`src/smhc_pkg.sv`:
```
// package: register map, field layout and timing constants of the serial mux host csr block
// Functional notes
// - maintenance bit is read/write, drives a flag to the microcontroller, cleared by init and clear.
// - writing clear starts 15 ms one-shot resetting csr and silo; bit reads one meanwhile.
// - master scan enable is read/write, gates transmit scanning and silo; cleared by resets.
// - receiver done interrupts only with receive enable set and alarm enable clear.
// - receiver done clears on buffer read and sets again while silo holds entries.
// - ready line number is read-only, valid with transmitter ready, returns to zero on reset.
// - after transmitter ready drops, rescan; a new line appears no sooner than 1.9 us.
// - alarm enable suppresses done interrupts; alarm interrupts with receive enable set.
// - alarm flag sets after 16 entries; cleared by resets or buffer read; recounts 16.
// - transmit interrupt enable requests an interrupt whenever transmitter ready is set.
// - transmitter ready sets on an enabled empty line; cleared by resets or buffer load.
// - receive buffer and line parameters share one address; reads buffer, writes parameters.
// - receive buffer is read-only and every read pops the silo.
// - with scan enable off the silo is held empty and buffer data is invalid.
// - resets empty the silo and clear data valid; low buffer bits keep stale value on clear, zero on init.
// - entry holds character in bits 7:0 and receiving line number in bits 10:8.
// - parity, framing and overrun bits of the receive buffer always read zero.
// - top buffer bit marks a valid character; software reads until it is zero.
// - a parameter write is passed to the microcontroller for the remote unit.
// - parameter word carries the target line number in its lowest three bits.
`default_nettype none
package smhc_pkg;
    // ------------------------------------------------------------
    // register addresses (word indexes on the plain port)
    // ------------------------------------------------------------
    localparam logic [1:0] ADDR_CONTROL_STATUS  = 2'h0;
    localparam logic [1:0] ADDR_RECEIVE_BUFFER  = 2'h1;  // write side is line_parameters
    localparam logic [1:0] ADDR_TRANSMIT_BUFFER = 2'h2;
    localparam logic [1:0] ADDR_LINE_ENABLE     = 2'h3;
    // ------------------------------------------------------------
    // control_status field positions
    // ------------------------------------------------------------
    localparam int CS_MAINTENANCE_FLAG = 3;
    localparam int CS_CLEAR = 4;
    localparam int CS_SCAN  = 5;
    localparam int CS_RIE   = 6;
    localparam int CS_RECEIVER_DONE = 7;
    localparam int CS_LINE  = 8;
    localparam int CS_SAE   = 12;
    localparam int CS_SA    = 13;
    localparam int CS_TIE   = 14;
    localparam int CS_TRANSMITTER_READY  = 15;
    // ------------------------------------------------------------
    // receive_buffer field positions
    // ------------------------------------------------------------
    localparam int RB_LINE  = 8;
    localparam int RB_VALID = 15;
    localparam int LP_LINE  = 0;
    // ------------------------------------------------------------
    // timing and counts
    // ------------------------------------------------------------
    localparam int  CLK_MHZ        = 100;
    localparam int  CLEAR_MS       = 15;
    localparam int  CLEAR_CYCLES   = CLEAR_MS * 1000 * CLK_MHZ;
    localparam int  RESCAN_NS_X10  = 19;  // 1.9 us expressed in tenths of a microsecond
    localparam int  RESCAN_CYCLES  = (RESCAN_NS_X10 * CLK_MHZ + 9) / 10;
    localparam int  ALARM_ENTRIES  = 16;
    localparam logic [15:0] CS_RESET = 16'h0000;
endpackage : smhc_pkg
`default_nettype wire

```
`src/smhc_csr.sv`:
```
// module: control/status register, receive silo and transmit line scanner of the serial mux host
`default_nettype none
module smhc_csr #(
    parameter int DEPTH        = 64,
    parameter int CLEAR_CYCLES = smhc_pkg::CLEAR_CYCLES
) (
    // clock and reset
    input  wire logic        clk,
    input  wire logic        sys_rst,
    // register port
    input  wire logic [1:0]  reg_addr,
    input  wire logic [15:0] reg_wdata,
    input  wire logic        reg_wr,
    input  wire logic        reg_rd,
    output logic      [15:0] reg_rdata,
    // characters and transmit buffer status from the microcontroller
    input  wire logic        rx_valid,
    input  wire logic [7:0]  rx_char,
    input  wire logic [2:0]  rx_line,
    input  wire logic [7:0]  tx_buffer_empty,
    // toward the microcontroller
    output logic             maintenance_flag,
    output logic             micro_reset,
    output logic             lp_valid,
    output logic      [15:0] lp_data,
    output logic             tx_valid,
    output logic      [7:0]  tx_char,
    output logic      [2:0]  tx_line,
    // interrupt requests toward the bus
    output logic             receive_interrupt,
    output logic             transmit_interrupt
);
    // ------------------------------------------------------------
    // elaboration checks
    // ------------------------------------------------------------
    localparam int AW = $clog2(DEPTH);
    if (DEPTH < 2 || (1 << AW) != DEPTH) begin : g_chk_depth
        $error("DEPTH must be a power of two of at least 2");
    end
    if (CLEAR_CYCLES < 2 || CLEAR_CYCLES > 32'h00ffffff) begin : g_chk_clr
        $error("CLEAR_CYCLES out of range");
    end

    // ------------------------------------------------------------
    // state
    // ------------------------------------------------------------
    logic        maintenance_flag_r, maintenance_flag_nxt;
    logic        scan_r, scan_nxt;
    logic        rie_r, rie_nxt;
    logic        sae_r, sae_nxt;
    logic        tie_r, tie_nxt;
    logic        sa_r, sa_nxt;
    logic        transmitter_ready_r, transmitter_ready_nxt;
    logic [2:0]  ready_line_number_r, ready_line_number_nxt;
    logic [2:0]  scan_ptr_r, scan_ptr_nxt;
    logic [7:0]  hold_r, hold_nxt;
    logic [23:0] clr_cnt_r, clr_cnt_nxt;
    logic [4:0]  alarm_cnt_r, alarm_cnt_nxt;
    logic [10:0] receive_buffer_r, receive_buffer_nxt;
    logic        rvalid_r, rvalid_nxt;
    logic [15:0] rdata_r, rdata_nxt;
    logic [10:0] mem_r [DEPTH];
    logic [AW:0] wp_r, wp_nxt, rp_r, rp_nxt;
    logic        lpv_r, lpv_nxt;
    logic [15:0] lpd_r, lpd_nxt;
    logic        txv_r, txv_nxt;
    logic [7:0]  txc_r, txc_nxt;
    logic [2:0]  txl_r, txl_nxt;
    logic [7:0]  len_r, len_nxt;

    logic clearing, wipe, empty, full, push, pop, rd_rb, wr_cs, wr_tb;
    assign clearing = (clr_cnt_r != 24'h000000);
    assign wipe     = sys_rst | clearing;
    assign empty    = (wp_r == rp_r);
    assign full     = (wp_r[AW-1:0] == rp_r[AW-1:0]) && (wp_r[AW] != rp_r[AW]);
    assign rd_rb    = reg_rd && (reg_addr == smhc_pkg::ADDR_RECEIVE_BUFFER);
    assign wr_cs    = reg_wr && (reg_addr == smhc_pkg::ADDR_CONTROL_STATUS);
    assign wr_tb    = reg_wr && (reg_addr == smhc_pkg::ADDR_TRANSMIT_BUFFER);
    // overflow drops the newest character: the silo has no overrun reporting
    assign push     = rx_valid && scan_r && !full && !clearing;
    assign pop      = rd_rb && rvalid_r;

    // ------------------------------------------------------------
    // control/status next state
    // ------------------------------------------------------------
    always_comb begin
        maintenance_flag_nxt     = maintenance_flag_r;
        scan_nxt      = scan_r;
        rie_nxt       = rie_r;
        sae_nxt       = sae_r;
        tie_nxt       = tie_r;
        clr_cnt_nxt   = clr_cnt_r;
        if (clearing) begin
            clr_cnt_nxt = clr_cnt_r - 24'h000001;
        end
        if (wr_cs && !clearing) begin
            maintenance_flag_nxt = reg_wdata[smhc_pkg::CS_MAINTENANCE_FLAG];
            scan_nxt  = reg_wdata[smhc_pkg::CS_SCAN];
            rie_nxt   = reg_wdata[smhc_pkg::CS_RIE];
            sae_nxt   = reg_wdata[smhc_pkg::CS_SAE];
            tie_nxt   = reg_wdata[smhc_pkg::CS_TIE];
            if (reg_wdata[smhc_pkg::CS_CLEAR]) begin
                clr_cnt_nxt = CLEAR_CYCLES[23:0];
            end
        end
        if (wipe) begin
            maintenance_flag_nxt = 1'b0;
            scan_nxt  = 1'b0;
            rie_nxt   = 1'b0;
            sae_nxt   = 1'b0;
            tie_nxt   = 1'b0;
        end
        if (sys_rst) begin
            clr_cnt_nxt = 24'h000000;
        end
    end

    // ------------------------------------------------------------
    // silo, alarm and receive buffer front
    // ------------------------------------------------------------
    always_comb begin
        wp_nxt        = wp_r;
        rp_nxt        = rp_r;
        receive_buffer_nxt      = receive_buffer_r;
        rvalid_nxt    = rvalid_r;
        sa_nxt        = sa_r;
        alarm_cnt_nxt = alarm_cnt_r;
        if (push) begin
            wp_nxt = wp_r + 1'b1;
            if (alarm_cnt_r == 5'(smhc_pkg::ALARM_ENTRIES - 1)) begin
                sa_nxt        = 1'b1;
                alarm_cnt_nxt = 5'h00;
            end else begin
                alarm_cnt_nxt = alarm_cnt_r + 5'h01;
            end
        end
        if (rd_rb) begin
            sa_nxt = 1'b0;
            rvalid_nxt = 1'b0;
        end
        // present the oldest entry once the front is free
        if ((!rvalid_r || pop) && !empty) begin
            receive_buffer_nxt   = mem_r[rp_r[AW-1:0]];
            rvalid_nxt = 1'b1;
            rp_nxt     = rp_r + 1'b1;
        end
        if (wipe || !scan_r) begin
            wp_nxt        = '0;
            rp_nxt        = '0;
            rvalid_nxt    = 1'b0;
            alarm_cnt_nxt = 5'h00;
        end
        if (wipe) begin
            sa_nxt = 1'b0;
        end
    end

    // ------------------------------------------------------------
    // transmit scanner
    // ------------------------------------------------------------
    logic [2:0] cand;
    always_comb begin
        transmitter_ready_nxt     = transmitter_ready_r;
        ready_line_number_nxt    = ready_line_number_r;
        scan_ptr_nxt = scan_ptr_r;
        hold_nxt     = hold_r;
        len_nxt      = len_r;
        txv_nxt      = 1'b0;
        txc_nxt      = txc_r;
        txl_nxt      = txl_r;
        cand         = scan_ptr_r;
        if (reg_wr && reg_addr == smhc_pkg::ADDR_LINE_ENABLE) begin
            len_nxt = reg_wdata[7:0];
        end
        if (hold_r != 8'h00) begin
            hold_nxt = hold_r - 8'h01;
        end
        if (wr_tb && transmitter_ready_r) begin
            transmitter_ready_nxt = 1'b0;
            txv_nxt  = 1'b1;
            txc_nxt  = reg_wdata[7:0];
            txl_nxt  = ready_line_number_r;
            hold_nxt = 8'(smhc_pkg::RESCAN_CYCLES);
        end else if (!transmitter_ready_r && scan_r && hold_r == 8'h00) begin
            if (len_r[cand] && tx_buffer_empty[cand]) begin
                transmitter_ready_nxt  = 1'b1;
                ready_line_number_nxt = cand;
            end
            scan_ptr_nxt = scan_ptr_r + 3'h1;
        end
        if (wipe) begin
            transmitter_ready_nxt     = 1'b0;
            ready_line_number_nxt    = 3'h0;
            scan_ptr_nxt = 3'h0;
            hold_nxt     = 8'h00;
            len_nxt      = 8'h00;
        end
    end

    // ------------------------------------------------------------
    // line parameters and read data
    // ------------------------------------------------------------
    always_comb begin
        lpv_nxt = 1'b0;
        lpd_nxt = lpd_r;
        if (reg_wr && reg_addr == smhc_pkg::ADDR_RECEIVE_BUFFER && !clearing) begin
            lpv_nxt = 1'b1;
            lpd_nxt = reg_wdata;
        end
        rdata_nxt = 16'h0000;
        case (reg_addr)
            smhc_pkg::ADDR_CONTROL_STATUS: begin
                rdata_nxt[smhc_pkg::CS_MAINTENANCE_FLAG]                  = maintenance_flag_r;
                rdata_nxt[smhc_pkg::CS_CLEAR]                  = clearing;
                rdata_nxt[smhc_pkg::CS_SCAN]                   = scan_r;
                rdata_nxt[smhc_pkg::CS_RIE]                    = rie_r;
                rdata_nxt[smhc_pkg::CS_RECEIVER_DONE]                  = rvalid_r;
                rdata_nxt[smhc_pkg::CS_LINE +: 3]              = ready_line_number_r;
                rdata_nxt[smhc_pkg::CS_SAE]                    = sae_r;
                rdata_nxt[smhc_pkg::CS_SA]                     = sa_r;
                rdata_nxt[smhc_pkg::CS_TIE]                    = tie_r;
                rdata_nxt[smhc_pkg::CS_TRANSMITTER_READY]                   = transmitter_ready_r;
            end
            smhc_pkg::ADDR_RECEIVE_BUFFER: begin
                // bits 14:11 stay zero: no parity, framing or overrun
                rdata_nxt[10:0]               = receive_buffer_r;
                rdata_nxt[smhc_pkg::RB_VALID] = rvalid_r;
            end
            smhc_pkg::ADDR_LINE_ENABLE: begin
                rdata_nxt[7:0] = len_r;
            end
            default: begin
                rdata_nxt = 16'h0000;
            end
        endcase
        if (!reg_rd) begin
            rdata_nxt = 16'h0000;
        end
    end

    // ------------------------------------------------------------
    // registers
    // ------------------------------------------------------------
    always_ff @(posedge clk) begin
        maintenance_flag_r     <= maintenance_flag_nxt;
        scan_r      <= scan_nxt;
        rie_r       <= rie_nxt;
        sae_r       <= sae_nxt;
        tie_r       <= tie_nxt;
        clr_cnt_r   <= clr_cnt_nxt;
        wp_r        <= wp_nxt;
        rp_r        <= rp_nxt;
        receive_buffer_r      <= receive_buffer_nxt;                                                // stale bits kept
        rvalid_r    <= rvalid_nxt;
        sa_r        <= sa_nxt;
        alarm_cnt_r <= alarm_cnt_nxt;
        transmitter_ready_r      <= transmitter_ready_nxt;
        ready_line_number_r     <= ready_line_number_nxt;
        scan_ptr_r  <= scan_ptr_nxt;
        hold_r      <= hold_nxt;
        len_r       <= len_nxt;
        txv_r       <= txv_nxt;
        txc_r       <= txc_nxt;
        txl_r       <= txl_nxt;
        lpv_r       <= lpv_nxt;
        lpd_r       <= lpd_nxt;
        rdata_r     <= rdata_nxt;
        if (push) begin
            mem_r[wp_r[AW-1:0]] <= {rx_line, rx_char};
        end
        if (sys_rst) begin
            receive_buffer_r  <= 11'h000;
            txc_r   <= 8'h00;
            txl_r   <= 3'h0;
            lpd_r   <= 16'h0000;
            rdata_r <= smhc_pkg::CS_RESET;
        end
    end

    assign reg_rdata          = rdata_r;
    assign maintenance_flag   = maintenance_flag_r;
    assign micro_reset        = clearing;
    assign lp_valid           = lpv_r;
    assign lp_data            = lpd_r;
    assign tx_valid           = txv_r;
    assign tx_char            = txc_r;
    assign tx_line            = txl_r;
    // one level per condition; it drops when serviced so only one is pending
    assign receive_interrupt  = rie_r & ((rvalid_r & ~sae_r) | (sa_r & sae_r));
    assign transmit_interrupt = tie_r & transmitter_ready_r;

    // ------------------------------------------------------------
    // assertions
    // ------------------------------------------------------------
    property p_maintenance_flag;
        @(posedge clk) disable iff (sys_rst) wr_cs && !clearing |=> maintenance_flag == $past(reg_wdata[3]);
    endproperty
    a_maintenance_flag: assert property (p_maintenance_flag) else $error("maintenance flag not following write");
    // the clear write itself lands first, so the wiped csr shows one cycle after the rise
    property p_clear;
        @(posedge clk) disable iff (sys_rst) $rose(clearing)
            |=> clearing && !scan_r && !rie_r && !sae_r && !tie_r && !maintenance_flag_r;
    endproperty
    a_clear: assert property (p_clear) else $error("clear did not reset control bits");
    property p_noscan;
        @(posedge clk) disable iff (sys_rst) !scan_r |=> !rvalid_r;
    endproperty
    a_noscan: assert property (p_noscan) else $error("silo not held empty without scan");
    property p_rirq;
        @(posedge clk) disable iff (sys_rst) sae_r && !sa_r |-> !receive_interrupt;
    endproperty
    a_rirq: assert property (p_rirq) else $error("done interrupted under alarm enable");
    property p_tirq;
        @(posedge clk) disable iff (sys_rst) transmit_interrupt == (tie_r && transmitter_ready_r);
    endproperty
    a_tirq: assert property (p_tirq) else $error("transmit interrupt mismatch");
    property p_tload;
        @(posedge clk) disable iff (sys_rst) wr_tb && transmitter_ready_r |=> !transmitter_ready_r [*8];
    endproperty
    a_tload: assert property (p_tload) else $error("ready returned too soon");
    property p_rdpop;
        @(posedge clk) disable iff (sys_rst) rd_rb |=> !sa_r;
    endproperty
    a_rdpop: assert property (p_rdpop) else $error("alarm survived buffer read");
    property p_rdata;
        @(posedge clk) disable iff (sys_rst) reg_rd && reg_addr == 2'h1 |=> reg_rdata[14:11] == 4'h0;
    endproperty
    a_rdata: assert property (p_rdata) else $error("error bits not zero");
    property p_lpr;
        @(posedge clk) disable iff (sys_rst) reg_wr && reg_addr == 2'h1 && !clearing |=> lp_valid;
    endproperty
    a_lpr: assert property (p_lpr) else $error("parameter write not passed on");
    property p_clrbit;
        @(posedge clk) disable iff (sys_rst) reg_rd && reg_addr == 2'h0 && clearing |=> reg_rdata[4];
    endproperty
    a_clrbit: assert property (p_clrbit) else $error("clear bit not shown while clearing");
    property p_wipe;
        @(posedge clk) disable iff (sys_rst) clearing |=> empty && !rvalid_r && !sa_r && !maintenance_flag;
    endproperty
    a_wipe: assert property (p_wipe) else $error("clear left silo or flags set");
    property p_ready_line_number;
        @(posedge clk) disable iff (sys_rst) clearing |=> ready_line_number_r == 3'h0 && !transmitter_ready_r && !transmit_interrupt;
    endproperty
    a_ready_line_number: assert property (p_ready_line_number) else $error("ready line not returned to zero");
    property p_transmitter_ready;
        @(posedge clk) disable iff (sys_rst) !transmitter_ready_r && !(scan_r && len_r[scan_ptr_r] && tx_buffer_empty[scan_ptr_r])
            |=> !transmitter_ready_r;
    endproperty
    a_transmitter_ready: assert property (p_transmitter_ready) else $error("ready set on a busy or disabled line");
    // the hold counter keeps the scanner quiet for the whole rescan gap
    property p_rescan;
        @(posedge clk) disable iff (sys_rst) !transmitter_ready_r && hold_r != 8'h00 |=> !transmitter_ready_r;
    endproperty
    a_rescan: assert property (p_rescan) else $error("ready set inside rescan gap");
    property p_alarm;
        @(posedge clk) disable iff (sys_rst) !sa_r && !push |=> !sa_r;
    endproperty
    a_alarm: assert property (p_alarm) else $error("alarm set without an entry");
    property p_empty;
        @(posedge clk) disable iff (sys_rst) rd_rb && empty |=> !rvalid_r && !receive_interrupt;
    endproperty
    a_empty: assert property (p_empty) else $error("done flag survived read of empty silo");
    property p_front;
        @(posedge clk) disable iff (sys_rst) !rvalid_r && !empty && scan_r && !clearing |=> rvalid_r;
    endproperty
    a_front: assert property (p_front) else $error("waiting entry not presented");
    property p_transmit_buffer;
        @(posedge clk) disable iff (sys_rst) wr_tb && !transmitter_ready_r |=> !tx_valid;
    endproperty
    a_transmit_buffer: assert property (p_transmit_buffer) else $error("load accepted without ready");
    property p_lptag;
        @(posedge clk) disable iff (sys_rst) lp_valid |-> lp_data[2:0] == $past(reg_wdata[2:0]);
    endproperty
    a_lptag: assert property (p_lptag) else $error("parameter line number lost");
endmodule : smhc_csr
`default_nettype wire

```
`config.mk`:
```
export PLATFORM = sky130hd
export DESIGN_NAME = smhc_csr
export DESIGN_NICKNAME = d
export VERILOG_FILES = /design/src/smhc_pkg.sv /design/src/smhc_csr.sv
export SDC_FILE = /design/constraint.sdc
export NUM_CORES = 1
export LEC_CHECK = 0
export BUFFER_PORTS_ARGS = -buffer_cell sky130_fd_sc_hd__buf_2
export CAP_MARGIN = 40
export CORE_MARGIN = 4
export CORE_UTILIZATION = 35
export DETAILED_ROUTE_END_ITERATION = 8
export PLACE_DENSITY_LB_ADDON = 0.1
export SLEW_MARGIN = 0
export SYNTH_ARGS = -nofsm -noshare
export SYNTH_HDL_FRONTEND = slang
export SYNTH_SLANG_ARGS = --single-unit
```
`constraint.sdc`:
```
create_clock -name clk -period 3.12 [get_ports clk]
set_clock_uncertainty 0.2 [all_clocks]
set_input_delay 0.312 -clock clk [delete_from_list [all_inputs] [get_ports clk]]
set_output_delay 0.312 -clock clk [all_outputs]
set_load 0.03 [all_outputs]
```
-- After elaboration in Yosys (flattened, before gate mapping)
Memory sizes are Yosys's and may differ from the RTL's. A register that Yosys moved wholly into a read port is not among the register bits.
Index checks and enable logic that the tools add are counted.
- reduce and logical (&&, ||, !) cells: 39
- bitwise operators: 10
- magnitude comparators: 1
- mux-type cells: 20
- add/subtract/negate cells: 6
- equality and inequality tests: 7
- operators with widths (operator ; count):
    24-bit two-way mux ; 3
    24-bit nonzero test ; 1
    24-bit by 1-bit subtractor with 24-bit output (second input constant) ; 1
    1-bit logical AND ; 17
    8-bit two-way mux ; 2
    5-bit case mux with 3 select lines ; 1
    7-bit by 1-bit adder with 7-bit output (second input constant) ; 2
    3-bit case mux with 2 select lines ; 2
    8-bit zero test ; 1
    1-bit two-way mux ; 8
    8-bit nonzero test ; 1
    8-bit by 1-bit subtractor with 8-bit output (second input constant) ; 1
    7-bit equality test ; 1
    1-bit binary-select mux with 3-bit select ; 2
    6-bit equality test ; 1
    1-bit zero test ; 6
    2-bit AND reduction ; 3
    2-bit OR reduction ; 3
    5-bit by 1-bit adder with 5-bit output (second input constant) ; 1
    5-bit by 4-bit equality test with 1-bit output (second input constant) ; 1
    5-bit two-way mux ; 1
    1-bit AND ; 4
    2-bit equality test (second input constant) ; 2
    3-bit by 4-bit less-than comparator with 1-bit output (second input constant) ; 1
    11 further kinds ; 17
- logic and storage cells: 109
- memory bits (writable): 704
- register bits after elaboration: 118
- input port bits: 42
- memories: 1
- memories (name ; words ; width ; read ports ; clocked after memory_dff ; wr ports ; line ; text):
    mem_r ; 64 ; 11 ; 1 ; 1 ; 1 ; smhc_csr.sv:62 ; logic [10:0] mem_r [DEPTH];

-- Logic depth before layout (Yosys ltp)
Gate-level depths: netlist of run 1.
- depth after elaboration: 7
- mapped depth: 10
- mapped depth without buffers: 8

-- Worst setup path before layout of run 1
Ideal clock, no wire load.
- kind: register to register
- start point: register clr_cnt_r[19]
- end point: memory mem_r[60][0], enable pin
- cell stages (with the launch flop): 8
- period minus slack after synthesis: 3.291 ns
- buffers on the path: 1
- arrival: 2.713 ns
- path slack: -0.171 ns
- path through: dfxtp_1 or4_4 or4b_1 nor3_2 nand2_1 or4_1 clkbuf_1 nor2_1
- word-level cells in the longest chain between the ends: 5
- RTL lines (item ; line ; text):
    start: declaration ; smhc_csr.sv:57 ; logic [23:0] clr_cnt_r, clr_cnt_nxt;
    start signal: assignment ; smhc_csr.sv:250 ; clr_cnt_r <= clr_cnt_nxt;
    24-bit nonzero test ; smhc_csr.sv:72 ; assign clearing = (clr_cnt_r != 24'h000000);
    1-bit zero test ; smhc_csr.sv:80 ; assign push = rx_valid && scan_r && !full && !clearing;
    1-bit logical AND ; smhc_csr.sv:80 ;
    1-bit two-way mux ; smhc_csr.sv:268 ; if (push) begin
    1-bit two-way mux (not written as such) ; smhc_csr.sv:269 ; mem_r[wp_r[AW-1:0]] <= {rx_line, rx_char};
    end: declaration ; smhc_csr.sv:62 ;
No other way between the ends.

-- Worst setup path in the final report of run 1
- start point: register clr_cnt_r[19]
- end point: memory mem_r[4][9], enable pin
Same word-level chain as after synthesis.

==> results, run 1 <==
- The flow ran to the end, but the final reports show violations.
- Timing would allow up to ~0.31 GHz.
- Counting instances in the post-synthesis netlist gives the leading cell types as 704 x sky130_fd_sc_hd__edfxtp_1, 167 x sky130_fd_sc_hd__nor2_1, 144 x sky130_fd_sc_hd__mux4_2.
- The post-route cell area is around 40000 um2.
- IR analysis of the VDD net gives a maximum drop of about 0.34 mV.
- In this run switching power makes up between 20% and 30% of total power.
- The flip-flop cell with the highest count after synthesis is sky130_fd_sc_hd__edfxtp_1.
- For the finished layout, the period the worst path requires is ~3200 ps.
- The initial utilization of the core area, before any placement, comes to a little over a third.
- The register bit total from synthesis is approximately 830.
- The pre-antenna-repair detailed-routing pass consisted of 5 iterations.
- The net count of the finished layout is ~2300.
- Data on the critical path is required at its endpoint by between 3000 and 4000 ps.
- The checks that failed: negative setup slack.
- The number of nets in the synthesized netlist is between 1500 and 2000.
- The number of library cell types mapped by synthesis is 70.
- Detailed placement finished with a half-perimeter wire length of 61.1 mm.
- Relative to the synthesized area, the layout overhead comes to 25.8%.
- For this run, asynchronously set or reset flops after synthesis account for 0%.
- Routability-driven placement finished with a final weighted congestion of 0.796.
- The floorplan has approximately 110 rows.
- The final routed wirelength across all metal layers is around 94 mm.
- In this run the standard cell core region covers around 92000 um2.
- Ranked by total cell area, the synthesized netlist is headed by sky130_fd_sc_hd__edfxtp_1 65%, sky130_fd_sc_hd__mux4_2 10%, sky130_fd_sc_hd__dfxtp_1 7.9%.
- Combinational logic burns roughly 7.0% of the power.
- The met1 layer usage reported by global route is a little over a quarter.
- The final global-route overflow total is 0.
- The number of antenna violations at the first check in global routing came to 1.
- The library cell occupying the most area in the post-synthesis netlist is sky130_fd_sc_hd__edfxtp_1.
- Entering global routing, the biggest net connects between 60 and 70 pins.
- The kind of critical path is flip-flop to flip-flop.
- The clock latency at the later pin of the worst-skew pair is 640 ps.
- The vias after detailed routing is ~19000.
- Prior to clock tree synthesis, the placed netlist has a worst setup slack of -485 ps.
- a little over 90 I/O pins were placed.
- The initial DRC count is ~1700.
- TritonCTS built the clock tree.
- After routing, the total negative slack on setup checks comes to -2180 ps.
- The global routing met2 resource utilization is 29.6%.
- The final critical-path share of the clock period is 102%.
- The overall routing resource usage is 18.7%.
- Clock-pin slew was measured on the worst setup and hold paths at approximately 60 ps.
- For the worst setup path, the data arrival time is between 3000 and 4000 ps.
- The clock passes through at most 3 buffers.
- The number of max-cap violations is 0.
- The number of buffer cells added on primary ports is about 90.
- The worst setup path is captured at a flip-flop.
- Setup repair after global routing could not meet its margin everywhere.
- The number of warning messages in the yosys log is 0.
- Sequential cells burn between 40% and 50% of the power.
- Summed over all cells, the static leakage comes to around 13 nW.
- In this run the worst path has a maximum fanout of 6.
- The share of the synthesized area in the top cell type is 65.1%.
- The root buffer cell chosen for the clock tree is sky130_fd_sc_hd__clkbuf_16.
- The count of mapped cells out of synthesis is about 1900.
- The overall die height is between 300 and 400 um.
- The total power divided by cell area is 604 nW/um2.
- STA classifies the critical path startpoint as a flip-flop.
- The synthesized area per cell is ~17 um2.
- The most repeated cell in the gate-level netlist after synthesis is sky130_fd_sc_hd__edfxtp_1.
- Of the cells placed in the final design, the portion with a size suffix greater than 1 is 32.0%.
- In this run the tightest slew margin relative to its limit is between 20% and 30%.
- The count of endpoints failing hold in the final timing report came to 0.
- The tightest min-delay check is of the input port to flip-flop type.
- The die width is between 300 and 400 um.
- The detail-routed via count per cell is about 5.3.
- The first global-routing pass estimated roughly 130 mm of wire.
- The reported net switching power is between 5 and 6 mW.
- The global routing's busiest layer is met2.
- The clock net in this run drives a total of between 800 and 900 sinks.
- The power share of the clock group is around 43%.
- The count of nets left with antenna violations after detail routing is 0.
- At the pin with the least slew margin, the transition time is roughly 1100 ps.
- For met3 alone, demand over resource in global routing was 3.18%.
- The count of flip-flops with a built-in enable after synthesis is a little over 700.
- The number of buffers inserted during clock tree synthesis is 89.
- The number of slew-limit violations in the final report came to 0.
- The floorplan die area is 97800 um2.
- Setup slack on the critical path of the routed design comes to -61.5 ps.
- The clock tree synthesis step divided the H-tree into 3 levels.
- The DRC violations left is 0.
- The number of global-route vias before repair came to approximately 19000.
- The area of the mapped netlist is around 32000 um2.
- The proportion of synthesized chip area in sequential cells is about 73%.
- The total of endpoints with negative setup slack in the final report is 86.
- The internal power component is 19.2 mW.
- After detailed routing, the average wire length per cell comes to ~26 um.
- The placed instances occupy a cell area of 36300 um2.
-- metal layers --
metal | vias up | share of wire (%)
met3 | 128 | 5.2
met4 | 0 | 2.5
met5 | - | 0
met2 | 545 | 47
met1 | 9903 | 46
li1 | 8288 | -
-- placed cells by master (no fill, tap or decap), types with 14 or more instances in the layout --
cell type and instances:
sky130_fd_sc_hd__o21ai_0 22, sky130_fd_sc_hd__nand3_1 33, sky130_fd_sc_hd__edfxtp_1 704, sky130_fd_sc_hd__nor2_4 47, sky130_fd_sc_hd__a22oi_1 24, sky130_fd_sc_hd__nor2_1 108
sky130_fd_sc_hd__mux4_2 144, sky130_fd_sc_hd__clkinv_2 14, sky130_fd_sc_hd__o221ai_1 16, sky130_fd_sc_hd__buf_4 153, sky130_fd_sc_hd__xnor2_1 14, sky130_fd_sc_hd__clkbuf_16 96
sky130_fd_sc_hd__buf_12 31, sky130_fd_sc_hd__clkinv_1 22, sky130_fd_sc_hd__a21oi_1 63, sky130_fd_sc_hd__xor2_1 20, sky130_fd_sc_hd__nor3_1 24, sky130_fd_sc_hd__nand2_1 90
sky130_fd_sc_hd__buf_2 84, sky130_fd_sc_hd__mux2i_1 122, sky130_fd_sc_hd__dfxtp_1 124, sky130_fd_sc_hd__a211oi_1 20, sky130_fd_sc_hd__buf_6 98, sky130_fd_sc_hd__dlygate4sd3_1 25
-- registers in the layout, indices dropped and copies added (netlist names), 8 cells and up --
register and count:
lp_data 16, mem_r 704, receive_buffer_r 11, tx_char 8, hold_r 8, reg_rdata 15
len_r 8, clr_cnt_r 24
-- logic make-up after synthesis --
logic type	count (synthesis)	synth area share, %
buffers and inverters	113	1.54
muxes	271	13.9
DFF	832	73.0
xor gates and xnor gates	34	0.917
AOI/OAI and AO/OA	215	4.43
other	1	0.0115
and+or+nand+nor	408	5.98
adders and majority gates	6	0.231
-- power groups by stage --
stage	registers (mW)	clock network [mW]	logic, mW
floorplan	12.5	0	0.872
global placement	12.5	0	1.55
detailed placement	12.5	0	1.59
CTS	12.3	10.9	1.74
global route	12.3	11.4	1.90
finish	12.3	10.7	1.74
-- critical path, stage by stage, from the launching register on --
cell                      delay (ps)
sky130_fd_sc_hd__dfxtp_2         320
sky130_fd_sc_hd__or4_4           530
sky130_fd_sc_hd__or4b_4          500
sky130_fd_sc_hd__nor3_4          160
sky130_fd_sc_hd__buf_4           160
sky130_fd_sc_hd__nand2_1          60
sky130_fd_sc_hd__or4_4           480
sky130_fd_sc_hd__buf_8           180
sky130_fd_sc_hd__nor2_4          150
sky130_fd_sc_hd__buf_6           170
-- stage by stage --
step	hold slack [ps]	utilization, %	std cells	total power, mW
2_1_floorplan	211	-	1880	13.4
3_3_place_gp	243	39.5	3348	14.1
3_5_place_dp	245	39.6	3352	14.1
4_1_cts	5.50	44.0	3572	25.0
5_1_grt	22.6	44.5	3587	25.6
6_report	30.0	44.5	3588	24.7
-- final cells by class --
cell class	instances	area, um2
Multi-Input combinational cell	935	8790
Inverter	11	45.0
Clock inverter	56	534
Timing Repair Buffer	402	3800
Clock buffer	108	2430
Sequential cell	832	23700
Fill cell	8041	50900
Tap cell	1243	1560
Antenna cell	1	2.50
-- what timing repair did --
action / CTS / global route
cloned: 22 / 13
endpoints found under the hold margin: 87 / 0
hold buffers: 25 / 0
setup endpoints to repair: 643 / 720
setup buffers: 9 / 3
resized for setup: 160 / 116
pin swaps: 5 / 12
-- final timing paths --
| path | startpoint | end | slack, ps | depth (start not counted) |
|---|---|---|---|---|
| worst max-delay path | clr_cnt_r[19] | mem_r[4][9] | -60 | 9 |
| worst min-delay path | rx_char[2] | mem_r[61][2] | 30 | 1 |
| worst max register to register | clr_cnt_r[19] | mem_r[4][9] | -60 | 9 |
| worst min register to register | tx_char[6] | tx_char[6] | 260 | 2 |
No activity file was read; power rests on OpenSTA's default activity.
==> inputs of run 2 (changes only) <==
Settings changed: ABC_AREA set to 1, HOLD_SLACK_MARGIN set to 0.06.
==> run 2 against run 1 <==
Compared with the run above:
- the flow now finishes without violations
- design area decreased by 1.1%
- sequential share of layout area increased by 0.61 points
- maximum frequency increased by 11%
- flip-flop and latch count unchanged
- synthesized area increased by 5.1%
- register-to-register slack improved by 310 ps
- hold slack improved by 100 ps
- clock power increased by 4%
- critical path type unchanged
- largest power group unchanged
==> results, run 2 <==
- The count of clock tree sinks is roughly 830.
- The register with the most flip-flops in the layout has 704 of them.
- The type of destination of the critical path is a flip-flop.
- The core region is approximately 97000 um2.
- The overall routing resource usage is ~20%.
- The clock transition at the register clock pins on the worst setup and hold paths after CTS is approximately 60 ps.
- The fraction of layout cells with a size suffix above 1 is between 10% and 20%.
- The die is 320 um wide.
- Across the whole layout, storage elements account for ~24000 um2.
- The number of antenna violations at the first check in global routing was 2.
- The path class of the tightest hold or removal check is input port to flip-flop.
- Synthesis produced a netlist with a net count of around 3300.
- The run finished with clean final reports.
- The peak fanout along the critical path is 11.
- The final weighted congestion in routability-driven placement is roughly 0.87.
- For this run, design rule violations remaining after detail routing come to 0.
- Entering global routing, the biggest net connects ~120 pins.
- For this run, global-route usage on met2 was measured as between 30% and 40%.
- For this run, the top clock speed supported by timing is approximately 0.35 GHz.
- In the finished design, the share of the clock period the worst path needs comes to slightly above 90%.
- The total area of multi-input combinational cells is around 9200 um2.
- The slowest cell on the critical path is sky130_fd_sc_hd__dfxtp_1.
- In this run the deepest clock path goes through 3 buffers.
- During synthesis, Yosys emitted a total of 0 warnings.
- The number of inserted filler cells in the final layout is 9351.
- The synthesized design contains just over 700 enable-type register cells.
- The final-layout setup total negative slack is 0 ps.
- By area the synthesized netlist is led by sky130_fd_sc_hd__edfxtp_1 62%, sky130_fd_sc_hd__nor2_1 8.7%, sky130_fd_sc_hd__dfxtp_1 7.5%.
- At the pin with the least slew margin, the transition time is around 880 ps.
- Data on the critical path is required at its endpoint by roughly 3300 ps.
- In the global route stage, met1 resource usage came out at 28.2%.
- For this block, the routed nets add up to about 110 mm of wire.
- The critical path is of the flip-flop to flip-flop type.
- The met3 track demand over resource is between 3 and 4%.
- The first-pass GRT wire length is about 160 mm.
- Setup repair after global routing left no endpoint under its margin.
- The share of the synthesized area in the top cell type is approximately three fifths.
- The number of slew-limit violations in the final report is 0.
- The number of buffers inserted during clock tree synthesis is 92.
- Compared with the post-synthesis result, the final layout area differs by 18.4%.
- Among all flip-flop cells after synthesis, the most frequent one is sky130_fd_sc_hd__edfxtp_1.
- The gate family responsible for the most delay along the worst path is simple AND/OR/NAND/NOR gates.
- The initial DRC count is approximately 2200.
- The CTS H-tree depth is 3.
- The clock tree from TritonCTS is done.
- between 90 and 100 I/O pins were placed.
- The count of endpoints failing hold in the final timing report is 0.
- In this design, the stage delay of the slowest critical-path cell is 340 ps.
- The library cells used most frequently in the layout, excluding fill and tap cells, are 786 x sky130_fd_sc_hd__nor2_1, 704 x sky130_fd_sc_hd__edfxtp_1, 465 x sky130_fd_sc_hd__nand2_1, 391 x sky130_fd_sc_hd__o21ai_0, 187 x sky130_fd_sc_hd__nand3_1.
- In the synthesized netlist the async set-or-reset flop fraction comes to 0%.
- The number of global-route vias before repair is between 20000 and 25000.
- The net count of the finished layout is between 3000 and 4000.
- The detail-routed via count per cell is 5.10.
- The category of the worst setup path launch point is a flip-flop.
- The buffer count from post-CTS setup fixing is 0.
- The total of endpoints with negative setup slack in the final report is 0.
- After layout, the minimum clock period comes to between 2000 and 3000 ps.
- The synthesized design contains roughly 830 register bits.
- VDD sags by at most 0.407 mV.
- The number of buffer cells added on primary ports is 89.
- For the worst setup path, the data arrival time is about 3000 ps.
- At the later pin of the worst-skew pair, clock insertion delay measures around 650 ps.
- After layout, the design draws a total of between 20 and 30 mW.
- The first detailed-routing pass took 5 iterations.
- The global routing's busiest layer is met2.
- In this run the power density over the cells is ~630 nW/um2.
- Summed over all cells, the static leakage comes to ~15 nW.
- The tool flagged a number of max-cap violations equal to 0.
- The proportion of synthesized chip area in sequential cells is a little over two thirds.
- After detailed routing, the average wire length per cell comes to about 22 um.
- The vias after detailed routing is around 24000.
- The cell at the root of the clock tree is sky130_fd_sc_hd__clkbuf_16.
- The synthesized netlist occupies a cell area of 34100 um2.
- The site row count is ~110.
- The number of library cell types mapped by synthesis is 43.
- The count of mapped cells out of synthesis is 3213.
- The count of nets left with antenna violations after detail routing is 0.
- The wire-length estimate of the detail-placed layout is roughly 69 mm.
- By count the netlist is led by 787 x sky130_fd_sc_hd__nor2_1, 704 x sky130_fd_sc_hd__edfxtp_1, 465 x sky130_fd_sc_hd__nand2_1.
- The die covers slightly above 100000 um2.
- The library cell occupying the most area in the post-synthesis netlist is sky130_fd_sc_hd__edfxtp_1.
- The overall die height is ~320 um.
- The signal on the critical path passes through inv_1, ha_1, nand3_1, nor2_2, nand3_4, nor2_2, nand3_1, inv_2, nand3_4, buf_4, nor2_1, buf_4.
- The most repeated cell in the gate-level netlist after synthesis is sky130_fd_sc_hd__nor2_1.
- For this configuration, the core starts out at a cell density of a little over a third.
- The most common library cell in the layout ignoring fill and taps is sky130_fd_sc_hd__nor2_1.
- The total overflow left after global routing is 0.
- The relative slew slack is slightly above 40%.
- The number of buffers and inverters on the critical path is 4.
- After synthesis, the mean cell area works out to 10.6 um2.
==> run 2: cell count changes after synthesis, moves of 121 or more <==
cell	previous run	this run
sky130_fd_sc_hd__o21ai_0	22	391
sky130_fd_sc_hd__nor2_1	167	787
sky130_fd_sc_hd__inv_1	10	131
sky130_fd_sc_hd__mux4_2	144	0
sky130_fd_sc_hd__mux2i_1	122	0
sky130_fd_sc_hd__nand2_1	90	465
sky130_fd_sc_hd__nand3_1	34	188
==> run 2: cell type report <==
class,count,area share [%]
multi-input combinational,2072,22.7
timing repair buffer,279,5.79
clock inverter,46,1.38
antenna,1,0.00619
clock buffer,120,6.19
tap,1276,3.95
inverter,140,1.32
sequential,832,58.6
==> run 2: what timing repair did <==
action,4_1_cts,5_1_grt
hold endpoints to repair,284,0
endpoints found under the setup margin,0,50
resized for setup,0,2
hold buffers,42,0
==> run 2: path summary, 6_finish.rpt <==
check,to,slack [ps],cells after the start,startpoint
worst max-delay path,mem_r[43][1],250,12,clr_cnt_r[0]
worst min-delay path,ready_line_number_r[0],130,6,tx_buffer_empty[1]
worst max register to register,mem_r[43][1],250,12,clr_cnt_r[0]
worst min register to register,reg_rdata[14],260,2,tie_r
==> run 2: cell families (layout without fill, tap and decap cells) <==
group                    count (synthesis)  in the layout  synth area share (%)
flip-flops                             832            832                  69.4
AO/OA/AOI/OAI                          546            546                  8.37
AND/OR/NAND/NOR                       1501           1501                  17.8
XOR/XNOR                                18             18                 0.462
adder cells (fa/ha/maj)                  6              6                 0.220
other                                    1              2                0.0110
buffers and inverters                  309            585                  3.72
==> run 2: tightest hold or removal path, cell delays in order <==
cell,delay (ps)
sky130_fd_sc_hd__buf_2,100
sky130_fd_sc_hd__nand3_1,80
sky130_fd_sc_hd__a31oi_1,90
sky130_fd_sc_hd__nand2_1,120
sky130_fd_sc_hd__a21oi_1,90
sky130_fd_sc_hd__nor3_1,120
==> run 2: where the power goes <==
part | total, mW | leakage (nW) | internal [mW] | switching, mW
Combinational | 2.02 | 5.84 | 0.658 | 1.36
Sequential | 12.3 | 7.36 | 12.2 | 0.125
Clock | 11.1 | 1.48 | 6.70 | 4.39
==> run 2: through the flow <==
| step | hold slack, ps | utilization, % | setup WS, ps | cell area (um2) | std cells |
|---|---|---|---|---|---|
| 2_1_floorplan | 190 | - | 93.9 | 34100 | 3213 |
| 3_3_place_gp | 243 | 38.2 | 94.5 | 36900 | 4556 |
| 3_5_place_dp | 238 | 38.2 | 30.7 | 36900 | 4557 |
| 4_1_cts | 72.1 | 41.8 | 24.6 | 40400 | 4765 |
| 5_1_grt | 173 | 41.8 | 39.0 | 40400 | 4765 |
| 6_report | 135 | 41.8 | 247 | 40400 | 4766 |
==> run 2: per-layer routing <==
metal / vias to the layer above / share of wire [%]
met5: - / 0
met2: 688 / 47
li1: 11400 / -
met1: 12000 / 45
met3: 156 / 5.1
met4: 0 / 2.5
==> inputs of run 3 (changes only) <==
--- a/config.mk
+++ b/config.mk
@@ -13,4 +13,5 @@
 export DETAILED_ROUTE_END_ITERATION = 8
 export HOLD_SLACK_MARGIN = 0.06
+export MAX_ROUTING_LAYER = met4
 export PLACE_DENSITY_LB_ADDON = 0.1
 export SLEW_MARGIN = 0
==> constraint.sdc (replaced) <==
create_clock -name clk -period 3.12 [get_ports clk]
set_clock_uncertainty 0.2 [all_clocks]
set_input_delay 0.156 -clock clk [delete_from_list [all_inputs] [get_ports clk]]
set_output_delay 0.156 -clock clk [all_outputs]
set_load 0.03 [all_outputs]
==> run 3 against run 2 <==
Compared with the run above:
- design area decreased by 0.14%
- first-iteration DRC count increased by 12%
- clock power about the same
- routed wire length increased by 0.32%
- sequential power about the same
- non-clock buffer count increased by 10
- via count about the same
- maximum frequency decreased by 0.55%
- cell count increased by 0.23%
- critical path depth unchanged
- setup slack got worse by 16 ps
==> results, run 3 (synthesis gave the netlist of run 2 again) <==
- The total power divided by cell area is roughly 620 nW/um2.
- In this run the vertical extent of the chip is about 320 um.
- The hold slack is around 170 ps.
- The most common library cell in the layout ignoring fill and taps is sky130_fd_sc_hd__nor2_1.
- The count of nets left with antenna violations after detail routing is 0.
- The kind of critical path is flip-flop to flip-flop.
- The first-pass GRT wire length is 157 mm.
- The site row count is between 100 and 150.
- The type of destination of the critical path is a flip-flop.
- After detailed routing, the number of vias per cell comes to ~5.
- The floorplan die area is slightly above 100000 um2.
- The number of inserted filler cells in the final layout is roughly 9300.
- The net count of the finished layout is 3477.
- The tree is rooted in a sky130_fd_sc_hd__clkbuf_16.
- For the worst-skew pair, the clock arrives at the later sink with an insertion delay of approximately 660 ps.
- Once layout is done, the placed cells without fillers occupy between 40000 and 50000 um2.
- Summed over all failing endpoints, the final setup total negative slack is 0 ps.
- The final critical path time including I/O delays and setup is about 2900 ps.
- At the end of routability-driven placement, the weighted congestion stood at approximately 0.89.
- Summed over all nets, the switching power comes to between 5 and 6 mW.
- The repair_antennas step left the layout with diodes totalling 0.
- Input and output buffers added on the ports amount to 89.
- The data arrival time at the worst-slack endpoint is around 3300 ps.
- The number of global-route vias before repair is roughly 25000.
- The share of total power dissipated in combinational logic is under 10%.
- The total overflow left after global routing is 0.
- The count of endpoints failing hold in the final timing report came to 0.
- Net switching is 23.5% of the power.
- The floorplan core area is 96700 um2.
- The overall routing resource usage is a little over a fifth.
- The area added between synthesis and finish is 18.3%.
- Setup violations remaining at the end of the flow were counted as 0.
- Summed over all nets, the half-perimeter wirelength after detailed placement is roughly 67 mm.
- The actual slew at the worst max-slew pin is roughly 850 ps.
- The number of slew-limit violations in the final report was 0.
- The category of the worst setup path launch point is a flip-flop.
- The kind of path behind the tightest hold check is input port to flip-flop.
- Across the run, the number of max-cap violations was 0.
- The peak fanout along the critical path is 9.
- Across all layers, the routed design uses between 20000 and 25000 vias.
- After layout, the worst path uses between 90 and 100% of the clock period.
- The highest clock frequency the design can meet is about 0.35 GHz.
- The library cells used most frequently in the layout, excluding fill and tap cells, are 785 x sky130_fd_sc_hd__nor2_1, 704 x sky130_fd_sc_hd__edfxtp_1, 465 x sky130_fd_sc_hd__nand2_1, 391 x sky130_fd_sc_hd__o21ai_0, 188 x sky130_fd_sc_hd__nand3_1.
- The clock transition at the register clock pins on the worst setup and hold paths after CTS is around 50 ps.
- The count of clock tree sinks is 832.
- The worst supply voltage drop on vdd is roughly 0.41 mV.
- In this run, the clock network consumes 42.9% of the power.
- The pre-antenna-repair detailed-routing pass consisted of 6 iterations.
- a little over 90 I/O pins were placed.
- The part of the total power dissipated in sequential elements is about 49%.
- The DRC violations left is 0.
- TritonCTS created 93 clock buffers.
- Setup repair after global routing left no endpoint under its margin.
- Cell internal power was estimated by the tool at roughly 19 mW.
- The clock tree from TritonCTS is done.
- Entering global routing, the biggest net connects 165 pins.
- Measured along the x axis, the die boundary spans between 300 and 400 um.
- The end-of-flow core utilization is between 40% and 50%.
- The relative slew slack is between 40% and 50%.
- Summed over all cells, the static leakage comes to between 10 and 15 nW.
- Of the cells placed in the final design, the portion with a size suffix greater than 1 is a little under an eighth.
- The number of antenna violations at the first check in global routing is 1.
- The CTS H-tree depth is 3.
- The final routed wirelength across all metal layers is approximately 110 mm.
- Dividing the detail-routed wire length by the instance count gives 22.4 um.
- The run finished with clean final reports.
- The register with the most flip-flops in the layout has ~700 of them.
- In this run, the number of DRC markers left after iteration 0 of detailed routing was between 2000 and 2500.
- The initial utilization of the core area, before any placement, comes to a little over a third.
- The data required time of the critical path is roughly 3500 ps.
- The number of buffers on the longest clock path is 3.
- Once placement finished, the instance area stood at about 37000 um2.
## run 3: cell count changes in the layout (fill, tap and decap cells not counted), moves of 2 or more
| cell | delta |
|---|---|
| sky130_fd_sc_hd__clkbuf_1 | -4 |
| sky130_fd_sc_hd__clkinv_8 | +2 |
| sky130_fd_sc_hd__dlygate4sd3_1 | +8 |
| sky130_fd_sc_hd__buf_12 | -10 |
| sky130_fd_sc_hd__clkinvlp_4 | +2 |
| sky130_fd_sc_hd__bufinv_16 | -5 |
| sky130_fd_sc_hd__clkbuf_8 | +4 |
| sky130_fd_sc_hd__clkinv_1 | +3 |
| sky130_fd_sc_hd__buf_4 | +11 |
## run 3: per-layer routing
layer	vias to the layer above	track usage, %	share of wire, %
li1	11500	-	-
met1	12000	27.9	44
met2	689	33.9	48
met3	164	3.18	5.2
met4	0	6.02	2.8
met5	-	-	0
## run 3: stage by stage
stage	std cells	total power, mW	setup slack [ps]
floorplan	3213	13.7	93.9
detailed placement	4555	14.5	76.7
CTS	4773	25.3	34.7
finish	4777	25.1	231
global route	4777	26.1	21.1
global placement	4554	14.5	42.0
## run 3: repair_timing
action | in CTS | in global routing
hold endpoints to repair | 661 | 0
setup buffers | 0 | 4
endpoints found under the setup margin | 0 | 84
gates resized for setup | 0 | 3
hold buffers | 51 | 0
## run 3: critical path, cell delays in order, from the launching register on
cell and delay, ps:
sky130_fd_sc_hd__dfxtp_1 330, sky130_fd_sc_hd__inv_1 120, sky130_fd_sc_hd__ha_2 250, sky130_fd_sc_hd__nand3_1 150, sky130_fd_sc_hd__nor2_2 210, sky130_fd_sc_hd__nand3_4 120, sky130_fd_sc_hd__buf_4 190, sky130_fd_sc_hd__inv_2 90
sky130_fd_sc_hd__nand2_2 110, sky130_fd_sc_hd__inv_1 290, sky130_fd_sc_hd__nand2_1 90, sky130_fd_sc_hd__a21oi_1 120, sky130_fd_sc_hd__dlygate4sd3_1 550
## run 3: path summary, 6_finish.rpt
kind | slack (ps) | cells past startpoint | start | end
hold reg to reg | 240 | 2 | tie_r | reg_rdata[14]
setup / recovery | 230 | 12 | clr_cnt_r[0] | sa_r
setup reg to reg | 230 | 12 | clr_cnt_r[0] | sa_r
hold / removal | 170 | 4 | reg_wdata[1] | tx_char[1]
## run 3: layout make-up
type                            count  area, um2  area share [%]
Inverter                          140        536            1.33
Clock buffer                      120       2540            6.29
Sequential cell                   832      23700            58.7
Multi-Input combinational cell   2073       9200            22.8
Timing Repair Buffer              289       2330            5.77
Tap cell                         1276       1600            3.95
Clock inverter                     47        462            1.14
## run 3: power by group through the flow
stage,Sequential [mW],Clock [mW],Combinational [mW]
6_report,12.3,10.8,2.03
2_1_floorplan,12.5,0,1.17
5_1_grt,12.3,11.5,2.27
3_5_place_dp,12.5,0,1.97
3_3_place_gp,12.5,0,1.99
4_1_cts,12.3,11.0,2.02
